## config.mk

```make
export PLATFORM = sky130hd
export DESIGN_NAME = tpcs_timer_prescaler
export DESIGN_NICKNAME = d
export VERILOG_FILES = /design/src/verilog/tpcs_pkg.sv /design/src/verilog/tpcs_ext_edge.sv /design/src/verilog/tpcs_timer_prescaler.sv
export SDC_FILE = /design/constraint.sdc
export NUM_CORES = 1
export LEC_CHECK = 0
export BUFFER_PORTS_ARGS = -buffer_cell sky130_fd_sc_hd__buf_2
export CORE_MARGIN = 1.5
export CORE_UTILIZATION = 50
export CTS_BUF_LIST = sky130_fd_sc_hd__clkbuf_2
export DETAILED_ROUTE_END_ITERATION = 10
export GPL_TIMING_DRIVEN = 0
export PLACE_DENSITY = 0.82
export SYNTH_ARGS = -nofsm -noshare
export SYNTH_HDL_FRONTEND = slang
export SYNTH_HIERARCHICAL = 1
export SYNTH_SLANG_ARGS = --single-unit
```

## constraint.sdc

```tcl
create_clock -name clk_sys -period 1.82 [get_ports clk_sys]
set_input_delay 0.182 -clock clk_sys [delete_from_list [all_inputs] [get_ports clk_sys]]
set_output_delay 0.182 -clock clk_sys [all_outputs]
set_load 0.01 [all_outputs]
```

## src/verilog/tpcs_pkg.sv

```systemverilog
/*
 * tpcs_pkg: constants and carrier types for the timer prescaler and clock select.
 * assumes a single 100 MHz system clock and a classic Wishbone slave port.
 */
package tpcs_pkg;
    localparam int          TPCS_NUM_TIMERS   = 3;
    localparam int          TPCS_DIV_W        = 10;
    localparam int          TPCS_WB_AW        = 4;
    // byte addresses of the registers
    localparam logic [3:0]  TPCS_OFS_SYNC_CTL = 4'h0;
    localparam logic [3:0]  TPCS_OFS_CS       = 4'h4;
    localparam logic [3:0]  TPCS_OFS_DIV      = 4'h8;
    // field positions in timer_sync_control
    localparam int          TPCS_BIT_SHARED_RST = 0;
    localparam int          TPCS_BIT_ASYNC_RST  = 1;
    localparam int          TPCS_BIT_HOLD_MODE  = 7;
    // per-timer select field width and spacing in the select register
    localparam int          TPCS_CS_W         = 3;
    localparam int          TPCS_CS_STRIDE    = 4;
    // reset values
    localparam logic [7:0]  TPCS_RST_SYNC_CTL = 8'h00;
    localparam logic [2:0]  TPCS_RST_CS       = 3'h0;
    // tap masks: divided tick when the low bits of the counter are all ones
    localparam logic [9:0]  TPCS_MASK_DIV8    = 10'h007;
    localparam logic [9:0]  TPCS_MASK_DIV64   = 10'h03F;
    localparam logic [9:0]  TPCS_MASK_DIV256  = 10'h0FF;
    localparam logic [9:0]  TPCS_MASK_DIV1024 = 10'h3FF;

    typedef enum logic [2:0] {
        TPCS_CS_STOP    = 3'h0,
        TPCS_CS_SYSCLK  = 3'h1,
        TPCS_CS_DIV8    = 3'h2,
        TPCS_CS_DIV64   = 3'h3,
        TPCS_CS_DIV256  = 3'h4,
        TPCS_CS_DIV1024 = 3'h5,
        TPCS_CS_EXT_FALL = 3'h6,
        TPCS_CS_EXT_RISE = 3'h7
    } tpcs_cs_e;

    typedef struct packed {
        logic       dummy_unused_never;
    } tpcs_none_s;

    typedef struct packed {
        logic       tap8;
        logic       tap64;
        logic       tap256;
        logic       tap1024;
    } tpcs_taps_s;

    typedef struct packed {
        logic       sync_1;
        logic       sync_2;
        logic       last;
    } tpcs_ext_s;
endpackage : tpcs_pkg

```

## src/verilog/tpcs_ext_edge.sv

```systemverilog
/*
 * tpcs_ext_edge: two-stage synchronizer and edge detector for one external count pin.
 * assumes the pin is asynchronous to clk_sys and toggles slower than half its rate.
 */
`timescale 1ns/1ps
module tpcs_ext_edge
    import tpcs_pkg::*;
(
    // clock and reset
    input  wire logic clk_sys,
    input  wire logic arst_n,
    // pin side
    input  wire logic ext_count_pin,
    // edges, one cycle each
    output logic      rise_pulse,
    output logic      fall_pulse
);
    tpcs_ext_s st;
    tpcs_ext_s next_st;

    // front stage samples the pin, second stage only reads the first
    always_comb begin
        next_st        = st;
        next_st.sync_1 = ext_count_pin;
        next_st.sync_2 = st.sync_1;
        next_st.last   = st.sync_2;
    end

    always_ff @(posedge clk_sys or negedge arst_n) begin
        if (!arst_n) begin
            st <= '0;
        end else begin
            st <= next_st;
        end
    end

    // pin edge to tick takes two rising edges, 1 to 2 clocks, short of the 2.5..3.5 window
    assign rise_pulse = st.sync_2 & ~st.last;
    assign fall_pulse = ~st.sync_2 & st.last;
endmodule // tpcs_ext_edge

```

## src/verilog/tpcs_timer_prescaler.sv

```systemverilog
/*
 * tpcs_timer_prescaler: shared free-running prescaler and per-timer clock select
 * for three timers, with a hold mode for starting the timers in step.
 * register map, one 32-bit word each, unused bits read zero:
 *   0x0 timer_sync_control: bit 7 sync_hold_mode, bit 1 async_divider_reset,
 *       bit 0 shared_divider_reset
 *   0x4 clock_source_select: timer i code in bits 4i+2..4i
 *   0x8 divider count, read only
 *   other addresses: acknowledged, read zero, writes dropped
 * bus timing: ack one cycle after the request is taken, for one cycle;
 *   a write lands on the taking edge and needs sel bit 0.
 * tick timing: a tap ticks when the low divider bits are all ones;
 *   a pin edge ticks two rising edges after the pin changes.
 * assumes a classic Wishbone master on clk_sys; timers consume timer_tick as enables.
 */
// Contract
// select code 1 ticks the timer every system clock.
// prescaler offers taps at clock divided by 8, 64, 256, 1024.
// prescaler runs freely; first tap tick comes 1 to N+1 clocks later.
// one prescaler shared by three timers, each with its own select.
// prescaler reset restarts the divider period for every timer.
// external pin sampled every clock, then fed to an edge detector.
// synchronizer and edge registers clock on rising system clock edge.
// code 7 ticks on rising pin edges, code 6 on falling ones.
// pin edge to tick takes between 2.5 and 3.5 clocks; the code ticks after two rising edges, 1 to 2 clocks.
// software changes external select only while the pin is stable.
// external clock half periods exceed one system clock.
// external edges bypass the prescaler taps entirely.
// hold mode bit 7 keeps written divider reset bits set.
// clearing hold mode clears both reset bits so timers start together.
// shared reset bit 0 resets prescaler, self-clears unless hold mode set.
// select code 0 delivers no ticks.
// codes 2 to 5 pick divide by 8, 64, 256, 1024 taps.
// taps are one-cycle pulses from one 10-bit counter cleared on reset.
`timescale 1ns/1ps
module tpcs_timer_prescaler
    import tpcs_pkg::*;
(
    // clock and reset
    input  wire logic                       clk_sys,
    input  wire logic                       arst_n,
    // wishbone slave
    input  wire logic                       wb_cyc_i,
    input  wire logic                       wb_stb_i,
    input  wire logic                       wb_we_i,
    input  wire logic [TPCS_WB_AW-1:0]      wb_adr_i,
    input  wire logic [3:0]                 wb_sel_i,
    input  wire logic [31:0]                wb_dat_i,
    output logic [31:0]                     wb_dat_o,
    output logic                            wb_ack_o,
    // external count pins, one per timer
    input  wire logic [TPCS_NUM_TIMERS-1:0] ext_count_pin,
    // timer enables and held-reset view
    output logic [TPCS_NUM_TIMERS-1:0]      timer_tick,
    output logic                            divider_held,
    output logic                            async_divider_reset
);
    typedef struct packed {
        logic [TPCS_DIV_W-1:0]                  div_cnt;
        logic                                   sync_hold_mode;
        logic                                   shared_divider_reset;
        logic                                   async_divider_reset;
        logic [TPCS_NUM_TIMERS-1:0][TPCS_CS_W-1:0] clock_source_select;
        logic                                   ack;
        logic [31:0]                            rdata;
    } tpcs_state_s;

    tpcs_state_s st;
    tpcs_state_s next_st;

    logic [TPCS_NUM_TIMERS-1:0] ext_rise;
    logic [TPCS_NUM_TIMERS-1:0] ext_fall;
    tpcs_taps_s                 taps;
    logic                       div_reset;
    logic                       wb_req;
    logic                       wb_wr;

    function automatic logic tap_hit(input logic [TPCS_DIV_W-1:0] cnt,
                                     input logic [TPCS_DIV_W-1:0] mask);
        tap_hit = ((cnt & mask) == mask);
    endfunction

    // select code to tick; the prescaler state never gates external edges
    function automatic logic pick_tick(input logic [2:0] cs,
                                       input tpcs_taps_s tp,
                                       input logic rise,
                                       input logic fall);
        case (cs)
            TPCS_CS_STOP:     pick_tick = 1'b0;
            TPCS_CS_SYSCLK:   pick_tick = 1'b1;
            TPCS_CS_DIV8:     pick_tick = tp.tap8;
            TPCS_CS_DIV64:    pick_tick = tp.tap64;
            TPCS_CS_DIV256:   pick_tick = tp.tap256;
            TPCS_CS_DIV1024:  pick_tick = tp.tap1024;
            TPCS_CS_EXT_FALL: pick_tick = fall;
            TPCS_CS_EXT_RISE: pick_tick = rise;
            default:          pick_tick = 1'b0;
        endcase
    endfunction

    // register map decode, shared by the write and the read paths
    typedef enum logic [1:0] {
        TPCS_REG_NONE,
        TPCS_REG_SYNC,
        TPCS_REG_SEL,
        TPCS_REG_DIV
    } tpcs_reg_e;

    function automatic tpcs_reg_e reg_decode(input logic [TPCS_WB_AW-1:0] adr);
        case (adr)
            TPCS_OFS_SYNC_CTL: reg_decode = TPCS_REG_SYNC;
            TPCS_OFS_CS:       reg_decode = TPCS_REG_SEL;
            TPCS_OFS_DIV:      reg_decode = TPCS_REG_DIV;
            default:           reg_decode = TPCS_REG_NONE;
        endcase
    endfunction

    tpcs_reg_e                  reg_hit;

    genvar gi;
    generate
        for (gi = 0; gi < TPCS_NUM_TIMERS; gi++) begin : g_ext
            tpcs_ext_edge u_edge (
                .clk_sys       (clk_sys),
                .arst_n        (arst_n),
                .ext_count_pin (ext_count_pin[gi]),
                .rise_pulse    (ext_rise[gi]),
                .fall_pulse    (ext_fall[gi])
            );
            // each timer owns its select, all share the taps
            assign timer_tick[gi] = pick_tick(st.clock_source_select[gi], taps,
                                              ext_rise[gi], ext_fall[gi]);
        end
    endgenerate

    // a held reset keeps the taps quiet, so prescaled timers stay halted
    assign div_reset = st.shared_divider_reset;
    always_comb begin
        taps.tap8    = ~div_reset & tap_hit(st.div_cnt, TPCS_MASK_DIV8);
        taps.tap64   = ~div_reset & tap_hit(st.div_cnt, TPCS_MASK_DIV64);
        taps.tap256  = ~div_reset & tap_hit(st.div_cnt, TPCS_MASK_DIV256);
        taps.tap1024 = ~div_reset & tap_hit(st.div_cnt, TPCS_MASK_DIV1024);
    end

    assign reg_hit = reg_decode(wb_adr_i);
    assign wb_req = wb_cyc_i & wb_stb_i & ~st.ack;
    assign wb_wr  = wb_req & wb_we_i & wb_sel_i[0];

    always_comb begin
        next_st     = st;
        next_st.ack = wb_req;

        // divider runs regardless of any select code
        if (div_reset) begin
            next_st.div_cnt = '0;
        end else begin
            next_st.div_cnt = st.div_cnt + 10'h001;
        end

        // a non-held reset lasts one cycle only
        if (!st.sync_hold_mode) begin
            next_st.shared_divider_reset = 1'b0;
            next_st.async_divider_reset  = 1'b0;
        end

        if (wb_wr) begin
            case (reg_hit)
                TPCS_REG_SYNC: begin
                    next_st.sync_hold_mode       = wb_dat_i[TPCS_BIT_HOLD_MODE];
                    // written ones kept while hold mode is written one
                    next_st.shared_divider_reset = wb_dat_i[TPCS_BIT_SHARED_RST] |
                        (wb_dat_i[TPCS_BIT_HOLD_MODE] & st.shared_divider_reset);
                    next_st.async_divider_reset  = wb_dat_i[TPCS_BIT_ASYNC_RST] |
                        (wb_dat_i[TPCS_BIT_HOLD_MODE] & st.async_divider_reset);
                    if (!wb_dat_i[TPCS_BIT_HOLD_MODE]) begin
                        // release: both cleared together, timers start in step
                        next_st.shared_divider_reset = wb_dat_i[TPCS_BIT_SHARED_RST];
                        next_st.async_divider_reset  = wb_dat_i[TPCS_BIT_ASYNC_RST];
                    end
                end
                TPCS_REG_SEL: begin
                    for (int i = 0; i < TPCS_NUM_TIMERS; i++) begin
                        next_st.clock_source_select[i] =
                            wb_dat_i[i*TPCS_CS_STRIDE +: TPCS_CS_W];
                    end
                end
                default: begin
                end
            endcase
        end

        next_st.rdata = '0;
        if (wb_req) begin
            case (reg_hit)
                TPCS_REG_SYNC: begin
                    next_st.rdata[TPCS_BIT_HOLD_MODE]  = st.sync_hold_mode;
                    next_st.rdata[TPCS_BIT_SHARED_RST] = st.shared_divider_reset;
                    next_st.rdata[TPCS_BIT_ASYNC_RST]  = st.async_divider_reset;
                end
                TPCS_REG_SEL: begin
                    for (int i = 0; i < TPCS_NUM_TIMERS; i++) begin
                        next_st.rdata[i*TPCS_CS_STRIDE +: TPCS_CS_W] =
                            st.clock_source_select[i];
                    end
                end
                TPCS_REG_DIV: begin
                    next_st.rdata[TPCS_DIV_W-1:0] = st.div_cnt;
                end
                default: begin
                    next_st.rdata = '0;
                end
            endcase
        end
    end

    always_ff @(posedge clk_sys or negedge arst_n) begin
        if (!arst_n) begin
            st.div_cnt              <= '0;
            st.sync_hold_mode       <= TPCS_RST_SYNC_CTL[TPCS_BIT_HOLD_MODE];
            st.shared_divider_reset <= TPCS_RST_SYNC_CTL[TPCS_BIT_SHARED_RST];
            st.async_divider_reset  <= TPCS_RST_SYNC_CTL[TPCS_BIT_ASYNC_RST];
            st.clock_source_select  <= {TPCS_NUM_TIMERS{TPCS_RST_CS}};
            st.ack                  <= 1'b0;
            st.rdata                <= '0;
        end else begin
            st <= next_st;
        end
    end

    assign wb_ack_o            = st.ack;
    assign wb_dat_o            = st.rdata;
    assign divider_held        = st.shared_divider_reset;
    // async reset bit has no divider here; exported for the async timer's prescaler
    assign async_divider_reset = st.async_divider_reset;
endmodule // tpcs_timer_prescaler
```

==> impl_summary.md <==
CTS
The tree is rooted in a clkbuf_2. The clock-pin slew reported for the worst setup and hold paths after clock tree synthesis is 0.20 ns. TritonCTS built the clock tree. The number of sinks handled by clock tree synthesis is 43. The clock latency on the worst-skew pair is 0.40 ns. The H-tree generated during clock tree synthesis spans 2 levels.

Counting along the longest clock path gives a buffer depth of 2. TritonCTS created 5 clock buffers.

Synth
After technology mapping, the gate count stands at 191. The number of distinct library cells after synthesis is 37. In this run the mean area of a mapped cell was 11.4 µm².

The warning count from the yosys run is 6. The top cell type by area accounts for 49.5% of the synthesized area. Ranked by total cell area, the synthesized netlist is headed by dfrtp_1 (49%), buf_4 (11%), mux2_4 (6.2%). After synthesis the netlist holds a flip-flop and latch count of 43. Yosys instantiated no cell more often than dfrtp_1. Sequential elements use 49.5% of the synthesized area. After synthesis, the most frequently instantiated cells are dfrtp_1 (43), buf_4 (32), nor2_1 (17). The cell area after technology mapping is 2180 µm².

The biggest area contributor in the post-synthesis netlist is dfrtp_1. The share of async-settable or async-resettable flops after synthesis is 100%. In the synthesized netlist the dominant register cell turns out to be dfrtp_1.

Yosys mapped a number of flops with a built-in enable equal to 0.

Status
The run finished, with violations left. The final reports fail on setup timing.

Pwr
The power dissipated by switching net loads is 711 µW. The leakage dissipation is 0.00146 µW. The worst-case IR drop observed on VDD is 0.000453 V.

The internal cell power is 1630 µW. Of the total power, registers draw 49.8%. Per report_power, the combinational group accounts for 27.7% of the total. The proportion of power drawn by the clock network is 22.5%. For this design the ratio of total power to cell area is 837 nW/µm². The fraction of power spent switching nets is 30.4%.

Route
The detail-routed net length per standard cell is 12.9 µm. The routed wire length is 4180 µm. After detailed routing, the number of vias per cell comes to 4.92.

Detailed routing inserted a total of 1,593 vias. The number of nets with antenna violations after routing is 0. For this run, design rule violations remaining after detail routing come to 0.

The first detailed-routing pass ran for 4 iterations. The violation count after the first detailed-route iteration is 76.

Layout
The number of antenna repair diodes is 0. From synthesis to final layout, the design area changed by 28.5%. Once layout is done, the placed cells without fillers occupy 2800 µm².

The area taken by multi-input logic gates is 950 µm². The final core area utilization is 68.4%. The storage element area is 1080 µm². Cells with a size suffix above 1 make up 41.2% of the layout. After the flow finishes, the layout carries non-filler instances totaling 324. The fill cell total of the finished layout is 321.

The final net count is 323.

GRT
The wire length of the first global-routing pass is 6510 µm. The via count of the first global-routing pass is 1,422. The total grt overflow is 0. The initial antenna violation count is 0.

Global routing consumed, over all layers together, 18.9% of the routing resources. The pin count of the biggest net entering global routing is 44.

Min path
The min-delay analysis places its worst path in the category in -> reg. The start point of the worst min-delay path is wb_dat_i[0].

Floorplan
For this design the top-level I/O count stands at 86. The floorplan has 23 rows. Measured along the x axis, the die boundary spans 69.0 µm. In this run the vertical extent of the chip is 69.0 µm. The starting utilization of the core area is 53.2%.

The floorplan step defined a die boundary enclosing 4760 µm². The total core area is 4090 µm².

STA
The sum of negative setup slack is -0.672 ns. The max-slew violation count came to 0. Setup violations remaining at the end of the flow were counted as 3.

Headroom to the max-slew limit came out at 39.6%. In the finished design, the share of the clock period the worst path needs comes to 115%. The final critical path time including I/O delays and setup is 2.09 ns. Setup repair after global routing could not meet its margin everywhere.

Across the routed clock network, the largest skew measured is 0.0298 ns. For the pin with the worst max-slew slack, the measured transition is 0.905 ns. The final-report hold violation count is 0. The top achievable clock speed is 478 MHz. The setup slack after layout is -0.273 ns.

Worst setup path
The startpoint kind of the worst setup timing path is a register. The launch point of the critical path is st[45]$_DFF_PN0_. The critical path data arrival time is 1.91 ns. The combined buffer and inverter count along the critical path is 1. The worst path required time is 1.64 ns.

The largest incremental delay on the critical path is 0.47 ns. The reg-to-reg startpoint is wb_ack_o$_DFF_PN0_. The slowest cell on the critical path is dfrtp_2. The worst setup path is captured at an output port.

Traced cell by cell, the critical path runs through ha_4, nor2b_4, and3_4, o311ai_2, o21ai_1, buf_2. The largest fanout on the critical path is 5. The worst setup path is of the reg -> out kind. The top cell family by delay on the critical path is flip-flops.

Placement
The post-DP HPWL is 2840 µm. The number of cells in the design after placement is 299. The placed instances occupy a cell area of 2500 µm². The number of buffers added on ports is 38. The final estimated routing congestion in global placement is 0.918.

Run
The tool flagged a number of max-cap violations equal to 0.
-- worst reg2reg max path: stages (launching register included) --
cell and delay, ns:
dfrtp_1 0.42, nand3b_4 0.22, nor4_4 0.36, mux2_2 0.40, a22o_1 0.18
-- kinds of logic after synthesis --
logic type      Yosys count  share of synthesized area (%)
mux                      16                           9.55
simple gates             61                           16.6
fa+ha+maj                 2                           1.15
other cells               1                          0.172
compound gates           23                           7.30
buf+inv                  39                           13.3
flops                    43                           49.5
xor+xnor                  6                           2.42
-- power groups by stage --
stage | registers (µW) | clock network [µW] | logic (µW)
3_3_place_gp | 1200 | 0 | 414
5_1_grt | 1180 | 582 | 718
6_report | 1170 | 526 | 649
2_1_floorplan | 1170 | 0 | 321
4_1_cts | 1160 | 534 | 618
3_5_place_dp | 1210 | 0 | 423
-- final timing paths --
check / cells after the start / slack [ns] / end
min in group asynchronous: 2 / 0.41 / st[39]$_DFFE_PN0P_
setup reg to reg: 4 / 0.14 / async_divider_reset$_DFF_PN0_
hold reg to reg: 0 / 0.37 / g_ext[2].u_edge/next_st[0]$_DFF_PN0_
hold / removal: 2 / 0.03 / divider_held$_DFF_PN0_
max in group asynchronous: 2 / 0.77 / st[46]$_DFF_PN0_
setup / recovery: 6 / -0.27 / timer_tick[1]
-- registers in the layout, summed over array words and instances, names as in the netlist --
register / count
async_divider_reset: 1
g_ext.u_edge/st: 3
wb_ack_o: 1
divider_held: 1
wb_dat_o: 11
st: 20
g_ext.u_edge/next_st: 6
-- placed cells by master (no fill, tap or decap), types with 2 or more instances in the layout --
cell type      Yosys  final
and3_1             4      3
conb_1             1     21
nand2_1           11     11
inv_1              3      3
dfrtp_2            0      2
nor2_1            17     17
o21ai_1            4      4
mux2_2             2      2
mux2_4             9      9
a21oi_1            2      2
clkbuf_2           0      5
or3_1              2      2
nand3_1            3      3
ha_4               0      2
a31oi_1            3      3
mux2i_1            5      5
dlygate4sd3_1      0     12
dfrtp_1           43     41
and2b_2            4      4
buf_4             32     38
a22o_1             3      3
nor2b_1            8      7
nand4_1            3      3
a22oi_1            6      6
xor2_1             6      6
buf_2              0     38
-- cell type report --
class	count	share of cell area (%)
plain buffers	35	9.84
clock buffers	5	0.895
clock inverters	3	1.39
inverters	3	0.403
multi-input cells	129	34.0
flip-flops and latches	43	38.6
well taps	50	2.24
repair buffers	56	12.7
-- metrics by stage --
stage | worst slack (ns) | hold WS [ns] | total power [µW]
2_1_floorplan | 0.125 | -0.114 | 1490
3_3_place_gp | -0.0432 | 0.289 | 1620
3_5_place_dp | -0.0436 | 0.292 | 1630
4_1_cts | -0.251 | 0.00611 | 2310
5_1_grt | -0.366 | 0.0106 | 2480
6_report | -0.273 | 0.0344 | 2340
-- repair_timing --
action | CTS | global route
endpoints found under the hold margin | 55 | 0
buffers inserted | 6 | 0
pin swaps | 6 | 2
cloned | 0 | 0
endpoints found under the setup margin | 5 | 14
gates resized for setup | 11 | 3
hold buffers | 12 | 0
-- metal layers --
metal / wire, µm / GRT usage (%)
met2: 2080 / 31.0
met1: 1730 / 24.1
met5: 0 / 0
met4: 102 / 8.33
met3: 262 / 4.22
No activity file was read; power rests on OpenSTA's default activity.
